**src/rtl/chp_params.svh**
```systemverilog
// Purpose: Constants for the parallel host port and line pins
// Assumes: 125 MHz reference clock
// Notes: Times in ns, counts derived from the clock period
`ifndef CHP_PARAMS_SVH
`define CHP_PARAMS_SVH
`define CHP_CLK_PERIOD_NS 8
`define CHP_ADDR_SETUP_NS 25
`define CHP_STROBE_MIN_NS 50
`define CHP_ACCESS_GAP_NS 350
`define CHP_LED_HOLD_NS 3000000
`define CHP_ADDR_SETUP_CYC ((`CHP_ADDR_SETUP_NS + `CHP_CLK_PERIOD_NS - 1) / `CHP_CLK_PERIOD_NS)
`define CHP_STROBE_MIN_CYC ((`CHP_STROBE_MIN_NS + `CHP_CLK_PERIOD_NS - 1) / `CHP_CLK_PERIOD_NS)
`define CHP_ACCESS_GAP_CYC ((`CHP_ACCESS_GAP_NS + `CHP_CLK_PERIOD_NS - 1) / `CHP_CLK_PERIOD_NS)
`define CHP_LED_HOLD_CYC (`CHP_LED_HOLD_NS / `CHP_CLK_PERIOD_NS)
`define CHP_ACCESS_LAT_CYC 4
`define CHP_ACT_HOLD_CYC 1024
`define CHP_ADDR_W 4
`define CHP_DATA_W 8
`define CHP_NUM_REGS 16
`define CHP_TX_BIT_CYC 8
`endif

```
**src/rtl/chp_pkg.sv**
```systemverilog
// Purpose: Types shared by both ends of the host port
// Assumes: Constants come from chp_params.svh
// Notes: One-hot state codes
package chp_pkg;
   typedef enum logic [3:0] {
      CHP_DEV_IDLE = 4'h1,
      CHP_DEV_BUSY = 4'h2,
      CHP_DEV_DONE = 4'h4,
      CHP_DEV_GAP = 4'h8
   } chp_dev_state_t;
   typedef enum logic [4:0] {
      CHP_HST_IDLE = 5'h01,
      CHP_HST_SETUP = 5'h02,
      CHP_HST_STROBE = 5'h04,
      CHP_HST_RELEASE = 5'h08,
      CHP_HST_GAP = 5'h10
   } chp_hst_state_t;
endpackage

```
**src/rtl/chp_if.sv**
```systemverilog
// Purpose: Pin bundle between host and device ends
// Assumes: Single clock, polarity selected by the host side
// Notes: Strobes carry the polarity on the wire
`timescale 1ns/1ps
`default_nettype none
`include "chp_params.svh"
interface chp_if;
   logic polarity;
   logic cs;
   logic rd;
   logic wr;
   logic [`CHP_ADDR_W-1:0] addr;
   logic [`CHP_DATA_W-1:0] data_to_dev;
   logic [`CHP_DATA_W-1:0] data_from_dev;
   logic busy_wait;
   logic access_done;
   modport dev (
      input polarity, cs, rd, wr, addr, data_to_dev,
      output data_from_dev, busy_wait, access_done
   );
   modport hst (
      output polarity, cs, rd, wr, addr, data_to_dev,
      input data_from_dev, busy_wait, access_done
   );
endinterface
`default_nettype wire

```
**src/rtl/chp_device.sv**
```systemverilog
// Purpose: Device end of the host port with LEDs and line pins
// Assumes: Host pins synchronous to REF_CLK_IN
// Notes: Register file is a plain scratch array; line logic is minimal
`timescale 1ns/1ps
`default_nettype none
`include "chp_params.svh"
// Operation
// - Polarity input selects active level of strobes
// - Strobes ignored while select inactive
// - Host waits 25 ns address setup
// - Host holds strobe at least 50 ns
// - Without busy-wait, host gaps 350 ns
// - Busy-wait high until done and strobe removed
// - Access-complete rises when access finished
// - Host starts next access after complete
// - 8-bit data buses, 4-bit address
// - All logic on one master clock
// - Reset returns all logic except the scratch registers to initial state
// - Host-access LED lit about 3 ms, retriggerable
// - Activity LED follows receive activity
// - Receive input is high-active line data
// - Two low-active dipulse outputs when transmitting
// - Low-active serial transmit data output
// - Transmitter enable low only while transmitting
// - Receive logic expects own transmission echoed
module chp_device #(
   parameter int LED_HOLD_CYC = `CHP_LED_HOLD_CYC,
   parameter int ACT_HOLD_CYC = `CHP_ACT_HOLD_CYC
) (
   input wire logic REF_CLK_IN,
   input wire logic RESET_IN,
   input wire logic CLK_EN_IN,
   chp_if.dev HOST,
   input wire logic RX_DATA_IN,
   input wire logic TX_START_IN,
   input wire logic [`CHP_DATA_W-1:0] TX_BYTE_IN,
   input wire logic IRQ_ENABLE_IN,
   output logic INTERRUPT_OUT,
   output logic LED_HOST_N_OUT,
   output logic LED_ACT_N_OUT,
   output logic DIPULSE_A_N_OUT,
   output logic DIPULSE_B_N_OUT,
   output logic TX_DATA_N_OUT,
   output logic TX_ENABLE_N_OUT,
   output logic ECHO_ERROR_OUT
);
   import chp_pkg::*;

   // ==========================================================
   // Host strobe decode
   logic cs_act, rd_act, wr_act, req;
   always_comb begin
      cs_act = HOST.cs ~^ HOST.polarity;
      rd_act = HOST.rd ~^ HOST.polarity;
      wr_act = HOST.wr ~^ HOST.polarity;
      req = cs_act & (rd_act | wr_act);
   end

   // ==========================================================
   // Access engine
   chp_dev_state_t state_r, state_nxt;
   logic [2:0] lat_r, lat_nxt;
   logic [`CHP_DATA_W-1:0] regs_r [`CHP_NUM_REGS];
   logic [`CHP_DATA_W-1:0] rdata_r, rdata_nxt;
   logic busy_r, busy_nxt, done_r, done_nxt, wr_pulse, irq_r, irq_nxt;
   logic [`CHP_ADDR_W-1:0] addr_r, addr_nxt;
   logic [`CHP_DATA_W-1:0] wdata_r, wdata_nxt;
   logic is_wr_r, is_wr_nxt;

   always_comb begin
      state_nxt = state_r;
      lat_nxt = lat_r;
      rdata_nxt = rdata_r;
      busy_nxt = busy_r;
      done_nxt = done_r;
      addr_nxt = addr_r;
      wdata_nxt = wdata_r;
      is_wr_nxt = is_wr_r;
      wr_pulse = 1'b0;
      irq_nxt = irq_r;
      case (state_r)
         CHP_DEV_IDLE: begin
            if (req) begin
               // Latch once; host keeps address stable through the strobe
               addr_nxt = HOST.addr;
               wdata_nxt = HOST.data_to_dev;
               is_wr_nxt = wr_act;
               lat_nxt = 3'(`CHP_ACCESS_LAT_CYC - 1);
               busy_nxt = 1'b1;
               state_nxt = CHP_DEV_BUSY;
            end
         end
         CHP_DEV_BUSY: begin
            if (lat_r == 3'h0) begin
               wr_pulse = is_wr_r;
               rdata_nxt = regs_r[addr_r];
               done_nxt = 1'b1;
               if (is_wr_r && addr_r == 4'hF) begin
                  irq_nxt = wdata_r[0];
               end
               state_nxt = CHP_DEV_DONE;
            end else begin
               lat_nxt = lat_r - 3'h1;
            end
         end
         CHP_DEV_DONE: begin
            if (!req) begin
               done_nxt = 1'b0;
               busy_nxt = 1'b0;
               state_nxt = CHP_DEV_IDLE;
            end
         end
         default: begin
            state_nxt = CHP_DEV_IDLE;
         end
      endcase
   end

   always_ff @(posedge REF_CLK_IN or posedge RESET_IN) begin
      if (RESET_IN) begin
         state_r <= CHP_DEV_IDLE;
         lat_r <= 3'h0;
         rdata_r <= 8'h00;
         busy_r <= 1'b0;
         done_r <= 1'b0;
         addr_r <= 4'h0;
         wdata_r <= 8'h00;
         is_wr_r <= 1'b0;
         irq_r <= 1'b0;
      end else if (CLK_EN_IN) begin
         state_r <= state_nxt;
         lat_r <= lat_nxt;
         rdata_r <= rdata_nxt;
         busy_r <= busy_nxt;
         done_r <= done_nxt;
         addr_r <= addr_nxt;
         wdata_r <= wdata_nxt;
         is_wr_r <= is_wr_nxt;
         irq_r <= irq_nxt;
      end
   end

   // Scratch registers; no reset so the array maps to memory
   always_ff @(posedge REF_CLK_IN) begin
      if (CLK_EN_IN && wr_pulse) begin
         regs_r[addr_r] <= wdata_r;
      end
   end

   assign HOST.data_from_dev = rdata_r;
   assign HOST.busy_wait = busy_r;
   assign HOST.access_done = done_r;

   // ==========================================================
   // Transmit serialiser and echo check
   logic [`CHP_DATA_W-1:0] sh_r, sh_nxt;
   logic [3:0] bits_r, bits_nxt;
   logic [2:0] ph_r, ph_nxt;
   logic txing_r, txing_nxt, pa_nxt, pb_nxt, txd_nxt;
   logic rx_d_r, echo_err_r, echo_err_nxt;
   always_comb begin
      sh_nxt = sh_r;
      bits_nxt = bits_r;
      ph_nxt = ph_r;
      txing_nxt = txing_r;
      echo_err_nxt = echo_err_r;
      if (!txing_r) begin
         if (TX_START_IN) begin
            sh_nxt = TX_BYTE_IN;
            bits_nxt = 4'h8;
            ph_nxt = 3'h0;
            txing_nxt = 1'b1;
            echo_err_nxt = 1'b0;
         end
      end else begin
         ph_nxt = ph_r + 3'h1;
         // Sampled inside the pulse half, so a one-bit echo is still present
         if (ph_r == 3'h3 && rx_d_r != sh_r[0]) begin
            echo_err_nxt = 1'b1;
         end
         if (ph_r == 3'h7) begin
            sh_nxt = {1'b0, sh_r[`CHP_DATA_W-1:1]};
            bits_nxt = bits_r - 4'h1;
            if (bits_r == 4'h1) begin
               txing_nxt = 1'b0;
            end
         end
      end
      // Dipulse: one pulse per one-bit, A in the first quarter of the bit, B in the second quarter
      pa_nxt = !(txing_nxt && sh_nxt[0] && ph_nxt < 3'h2);
      pb_nxt = !(txing_nxt && sh_nxt[0] && ph_nxt >= 3'h2 && ph_nxt < 3'h4);
      txd_nxt = !(txing_nxt && sh_nxt[0] && ph_nxt < 3'h4);
   end

   always_ff @(posedge REF_CLK_IN or posedge RESET_IN) begin
      if (RESET_IN) begin
         sh_r <= 8'h00;
         bits_r <= 4'h0;
         ph_r <= 3'h0;
         txing_r <= 1'b0;
         rx_d_r <= 1'b0;
         echo_err_r <= 1'b0;
      end else if (CLK_EN_IN) begin
         sh_r <= sh_nxt;
         bits_r <= bits_nxt;
         ph_r <= ph_nxt;
         txing_r <= txing_nxt;
         rx_d_r <= RX_DATA_IN;
         echo_err_r <= echo_err_nxt;
      end
   end

   // ==========================================================
   // LEDs and interrupt
   logic [31:0] led_cnt_r, led_cnt_nxt, act_cnt_r, act_cnt_nxt;
   always_comb begin
      led_cnt_nxt = led_cnt_r;
      if (state_r == CHP_DEV_IDLE && req) begin
         led_cnt_nxt = 32'(LED_HOLD_CYC);
      end else if (led_cnt_r != 32'h0) begin
         led_cnt_nxt = led_cnt_r - 32'h1;
      end
      act_cnt_nxt = act_cnt_r;
      if (rx_d_r) begin
         act_cnt_nxt = 32'(ACT_HOLD_CYC);
      end else if (act_cnt_r != 32'h0) begin
         act_cnt_nxt = act_cnt_r - 32'h1;
      end
   end

   always_ff @(posedge REF_CLK_IN or posedge RESET_IN) begin
      if (RESET_IN) begin
         led_cnt_r <= 32'h0;
         act_cnt_r <= 32'h0;
         LED_HOST_N_OUT <= 1'b1;
         LED_ACT_N_OUT <= 1'b1;
         INTERRUPT_OUT <= 1'b0;
         DIPULSE_A_N_OUT <= 1'b1;
         DIPULSE_B_N_OUT <= 1'b1;
         TX_DATA_N_OUT <= 1'b1;
         TX_ENABLE_N_OUT <= 1'b1;
         ECHO_ERROR_OUT <= 1'b0;
      end else if (CLK_EN_IN) begin
         led_cnt_r <= led_cnt_nxt;
         act_cnt_r <= act_cnt_nxt;
         LED_HOST_N_OUT <= (led_cnt_nxt == 32'h0);
         LED_ACT_N_OUT <= (act_cnt_nxt == 32'h0);
         INTERRUPT_OUT <= irq_nxt & IRQ_ENABLE_IN;
         DIPULSE_A_N_OUT <= pa_nxt;
         DIPULSE_B_N_OUT <= pb_nxt;
         TX_DATA_N_OUT <= txd_nxt;
         TX_ENABLE_N_OUT <= !txing_nxt;
         ECHO_ERROR_OUT <= echo_err_nxt;
      end
   end
endmodule
`default_nettype wire

```
**src/flat_wrapper.sv**
```systemverilog
// flat-port wrapper written by rule: the top's interface ports become plain ports
module chp_device_flat import chp_pkg::*;
#(
   parameter int LED_HOLD_CYC = `CHP_LED_HOLD_CYC,
   parameter int ACT_HOLD_CYC = `CHP_ACT_HOLD_CYC
)
  (REF_CLK_IN, RESET_IN, CLK_EN_IN, RX_DATA_IN, TX_START_IN, TX_BYTE_IN, IRQ_ENABLE_IN, INTERRUPT_OUT, LED_HOST_N_OUT, LED_ACT_N_OUT, DIPULSE_A_N_OUT, DIPULSE_B_N_OUT, TX_DATA_N_OUT, TX_ENABLE_N_OUT, ECHO_ERROR_OUT, HOST_polarity, HOST_cs, HOST_rd, HOST_wr, HOST_addr, HOST_data_to_dev, HOST_data_from_dev, HOST_busy_wait, HOST_access_done);
  chp_if HOST_i ();
  input wire logic REF_CLK_IN;
  input wire logic RESET_IN;
  input wire logic CLK_EN_IN;
  input wire logic RX_DATA_IN;
  input wire logic TX_START_IN;
  input wire logic [`CHP_DATA_W-1:0] TX_BYTE_IN;
  input wire logic IRQ_ENABLE_IN;
  output logic INTERRUPT_OUT;
  output logic LED_HOST_N_OUT;
  output logic LED_ACT_N_OUT;
  output logic DIPULSE_A_N_OUT;
  output logic DIPULSE_B_N_OUT;
  output logic TX_DATA_N_OUT;
  output logic TX_ENABLE_N_OUT;
  output logic ECHO_ERROR_OUT;
  input wire logic [$bits(HOST_i.polarity)-1:0] HOST_polarity;
  input wire logic [$bits(HOST_i.cs)-1:0] HOST_cs;
  input wire logic [$bits(HOST_i.rd)-1:0] HOST_rd;
  input wire logic [$bits(HOST_i.wr)-1:0] HOST_wr;
  input wire logic [$bits(HOST_i.addr)-1:0] HOST_addr;
  input wire logic [$bits(HOST_i.data_to_dev)-1:0] HOST_data_to_dev;
  output wire logic [$bits(HOST_i.data_from_dev)-1:0] HOST_data_from_dev;
  output wire logic [$bits(HOST_i.busy_wait)-1:0] HOST_busy_wait;
  output wire logic [$bits(HOST_i.access_done)-1:0] HOST_access_done;
  assign HOST_i.polarity = HOST_polarity;
  assign HOST_i.cs = HOST_cs;
  assign HOST_i.rd = HOST_rd;
  assign HOST_i.wr = HOST_wr;
  assign HOST_i.addr = HOST_addr;
  assign HOST_i.data_to_dev = HOST_data_to_dev;
  assign HOST_data_from_dev = HOST_i.data_from_dev;
  assign HOST_busy_wait = HOST_i.busy_wait;
  assign HOST_access_done = HOST_i.access_done;
  chp_device #(.LED_HOLD_CYC(LED_HOLD_CYC), .ACT_HOLD_CYC(ACT_HOLD_CYC)) u_core (.REF_CLK_IN(REF_CLK_IN), .RESET_IN(RESET_IN), .CLK_EN_IN(CLK_EN_IN), .HOST(HOST_i), .RX_DATA_IN(RX_DATA_IN), .TX_START_IN(TX_START_IN), .TX_BYTE_IN(TX_BYTE_IN), .IRQ_ENABLE_IN(IRQ_ENABLE_IN), .INTERRUPT_OUT(INTERRUPT_OUT), .LED_HOST_N_OUT(LED_HOST_N_OUT), .LED_ACT_N_OUT(LED_ACT_N_OUT), .DIPULSE_A_N_OUT(DIPULSE_A_N_OUT), .DIPULSE_B_N_OUT(DIPULSE_B_N_OUT), .TX_DATA_N_OUT(TX_DATA_N_OUT), .TX_ENABLE_N_OUT(TX_ENABLE_N_OUT), .ECHO_ERROR_OUT(ECHO_ERROR_OUT));
endmodule
```
**config.mk**
```make
export PLATFORM = sky130hd
export DESIGN_NAME = chp_device_flat
export DESIGN_NICKNAME = d
export VERILOG_FILES = /design/src/rtl/chp_pkg.sv /design/src/rtl/chp_if.sv /design/src/rtl/chp_device.sv /design/src/flat_wrapper.sv
export VERILOG_INCLUDE_DIRS = /design/src /design/src/rtl
export SDC_FILE = /design/constraint.sdc
export NUM_CORES = 1
export LEC_CHECK = 0
export BUFFER_PORTS_ARGS = -buffer_cell sky130_fd_sc_hd__buf_2
export CELL_PAD_IN_SITES_DETAIL_PLACEMENT = 1
export CELL_PAD_IN_SITES_GLOBAL_PLACEMENT = 1
export CORE_UTILIZATION = 29
export DETAILED_ROUTE_END_ITERATION = 10
export PLACE_DENSITY_LB_ADDON = 0.1
export SYNTH_ARGS = -nofsm -noshare
export SYNTH_HDL_FRONTEND = slang
export SYNTH_SLANG_ARGS = --single-unit
```
**constraint.sdc**
```tcl
create_clock -name REF_CLK_IN -period 3.6 [get_ports REF_CLK_IN]
set_input_delay 0.72 -clock REF_CLK_IN [delete_from_list [all_inputs] [get_ports REF_CLK_IN]]
set_output_delay 0.72 -clock REF_CLK_IN [all_outputs]
set_load 0.005 [all_outputs]
```
==> key figures <==
Setup path
  • CP startpoint: u_core.act_cnt_r[1]
  • Critical R2R Launch: u_core.act_cnt_r[1]
  • Path depth of the worst reg2reg path: 10
  • Worst Setup End Kind: register
  • R2R Path End: u_core.LED_ACT_N_OUT
  • Critical path type: register to register
  • FF-to-FF setup slack: 0.32 ns
  • Crit path max fanout: 10
  • CP required: 4.06 ns
  • CP endpoint: u_core.LED_ACT_N_OUT
  • Crit start category: register
  • WP data arrival: 3.74 ns

Global routing
  • Largest net degree at the start of global routing: 42
  • Vias in the first global route: 8895
  • GRT Resource Usage Total: 0.167
  • Total grt overflow: 0
  • First-pass GRT wire length: 53900 µm
  • Antenna violations before repair: 0

Layout
  • Antenna Cells: 0
  • Fin nets: 1128
  • Storage element area: 0.00683 mm²
  • Final Non-Filler Cells: 1643
  • Multi-input combinational cell area: 0.00471 mm²
  • Post-layout util: 0.342
  • Layout fillers: 4454
  • Layout cells sized above 1: 0.203
  • Synth-to-layout area growth: 16.4%

Detailed routing
  • DR WL/cell: 20.7 µm
  • Wirelength, routed: 34000 µm
  • Via count: 8477
  • DRC: 1
  • Initial DRT Pass Iterations: 7
  • Drt first-iter violations: 498
  • Final ANT Viol Nets: 0
  • Drt via density: 5.16

Synthesis
  • Post-synth top flop: edfxtp_1
  • Yosys cell types: 76
  • Yosys reg bits: 247
  • Synth cell count leaders: edfxtp_1, dfrtp_1, o21ai_0
  • Synth top area cells: edfxtp_1, dfrtp_1, mux4_2
  • Yosys top cell by area: edfxtp_1
  • Mapped Area: 0.0120 mm²
  • Cell count after synthesis: 1021
  • Area fraction of the dominant cell type after synthesis: 0.321
  • Average cell area after synthesis: 11.7 µm²
  • Most common cell in the netlist: edfxtp_1
  • EDFF count, synth: 128
  • Yosys warns: 0
  • Post-synth ARST share: 0.482
  • Post-synthesis sequential area ratio: 0.571
  • Synthesized net count: 1062

Die
  • Rows: 74
  • Floorplan core area: 0.0407 mm²
  • Initial Util: 0.294
  • Die Ht: 205 µm
  • Die area: 0.0421 mm²
  • Chip Width: 205 µm
  • IO Count: 48

Run status
  • Failing checks: DRC
  • Status: complete, but fails checks

Timing
  • Fmax: 305 MHz
  • Unrepaired setup endpoints after global routing: false
  • Final setup violation count: 0
  • Setup tns final: 0 ns
  • Worst rel slew slack: 0.447
  • Final worst setup slack: 0.317 ns
  • Hold Violations, Final: 0
  • Minimum clock period: 3.28 ns
  • Final Slew Violations: 0
  • Period Utilization, post-route: 0.912
  • Fin Clk Skew: 0.0419 ns
  • Least-Margin Pin Slew: 0.829 ns

CTS
  • Worst-path clk slew: 0.06 ns
  • CTS resizes: 0
  • Clk root buf: clkbuf_16
  • Postcts setup bufs: 0
  • Worst skew pair latency: 0.60 ns
  • Hold-fix buffers at CTS: 0
  • Clk sinks: 247
  • Num CTS Buffers: 30
  • H-Tree Depth: 1
  • CTS tree: done
  • Clock Tree Buf Depth: 3

Min path
  • Class of the tightest hold or removal check: input pin to async pin

Placement
  • Port Buffer Count: 47
  • Gpl congestion: 0.755
  • Post-DP HPWL: 23800 µm
  • Place WS: 0.319 ns
  • Dpl cells: 1587

Power and ir drop
  • Leak: 5.20 nW
  • PD cells: 693 mW/mm²
  • Final Power: 0.00964 W
  • Peak supply drop: 0.000528 V

Job
  • Max Cap Violations: 0
-- sequential cells by signal, indices dropped and copies added, names as in the netlist, 3 cells and up --
register and count:
u_core.bits_r 4, u_core.addr_r 4, u_core.HOST.data_from_dev 8, u_core.led_cnt_r 32, u_core.sh_r 8, u_core.act_cnt_r 32
u_core.lat_r 3, u_core.wdata_r 8, u_core.ph_r 3, u_core.regs_r 128, u_core.state_r 3
-- report_power, final --
group          switching, W  internal, W
clock               0.00126      0.00174
combinational       0.00141      0.00115
sequential         0.000579      0.00349
total               0.00325      0.00639
-- metrics by stage --
| stage | hold slack, ns | cell area (µm²) |
|---|---|---|
| after floorplan | 0.450 | 12000 |
| after global placement | 0.456 | 12900 |
| after detailed placement | 0.462 | 12900 |
| after CTS | 0.267 | 13900 |
| after global routing | 0.309 | 13900 |
| final | 0.258 | 13900 |
-- critical path: stages, from the launching register on --
cell and delay [ns]:
dfrtp_1 0.44, inv_1 0.10, ha_1 0.14, nor4b_1 0.54, nand3_1 0.33, or4_4 0.58, a31oi_1 0.27, nand3_1 0.13
nor4_2 0.15, a41oi_1 0.16, o32ai_1 0.31
-- kinds of logic (layout without fill, tap and decap cells) --
logic type,after synthesis,count (layout),share of synthesized area
mux,62,62,0.0956
buf+inv,87,177,0.0351
simple gates,356,356,0.148
xor+xnor,16,16,0.0117
fa+ha+maj,11,11,0.0115
flops,247,247,0.571
compound gates,242,242,0.127
-- routing by layer --
metal	global-route usage	wire, µm
met5	0	0
met4	0.0368	615
met3	0.0226	903
met2	0.267	15800
met1	0.238	16700
-- area by class of cell --
| type | instances | share of cell area |
|---|---|---|
| clock buffer | 38 | 0.0582 |
| inverter | 28 | 0.00782 |
| clock inverter | 18 | 0.0124 |
| sequential | 247 | 0.491 |
| timing repair buffer | 93 | 0.0444 |
| multi-input combinational | 687 | 0.339 |
| tap | 532 | 0.0478 |
-- worst min path at each step --
stage                                            start                           end  slack [ns]
final                                         RESET_IN  u_core.HOST.data_from_dev[4]        0.26
after global routing                          RESET_IN  u_core.HOST.data_from_dev[4]        0.31
after CTS                                     RESET_IN  u_core.HOST.data_from_dev[7]        0.27
after detailed placement  u_core.HOST.data_from_dev[0]  u_core.HOST.data_from_dev[0]        0.46
after global placement    u_core.HOST.data_from_dev[0]  u_core.HOST.data_from_dev[0]        0.46
after floorplan                         u_core.sh_r[1]                u_core.sh_r[1]        0.45
-- cell usage in the layout, fill, tap and decap left out, types with 8 or more instances in the layout --
cell type  instances
dfrtp_1          111
a21oi_1           28
inv_1             26
o21ai_0          109
mux4_2            40
nor2_1            89
nand4_1            9
a22oi_1            9
clkinv_2           8
buf_2             47
buf_4             43
a22o_1            16
o31ai_1           17
a31oi_1           12
xnor2_1           10
edfxtp_1         128
nor3_1            33
mux2_2            18
ha_1              11
nand2_1          108
or3_1             13
nor4_1            19
clkbuf_16         30
nand2b_1          12
nand3_1           25
(Power assumes the default switching activity.)
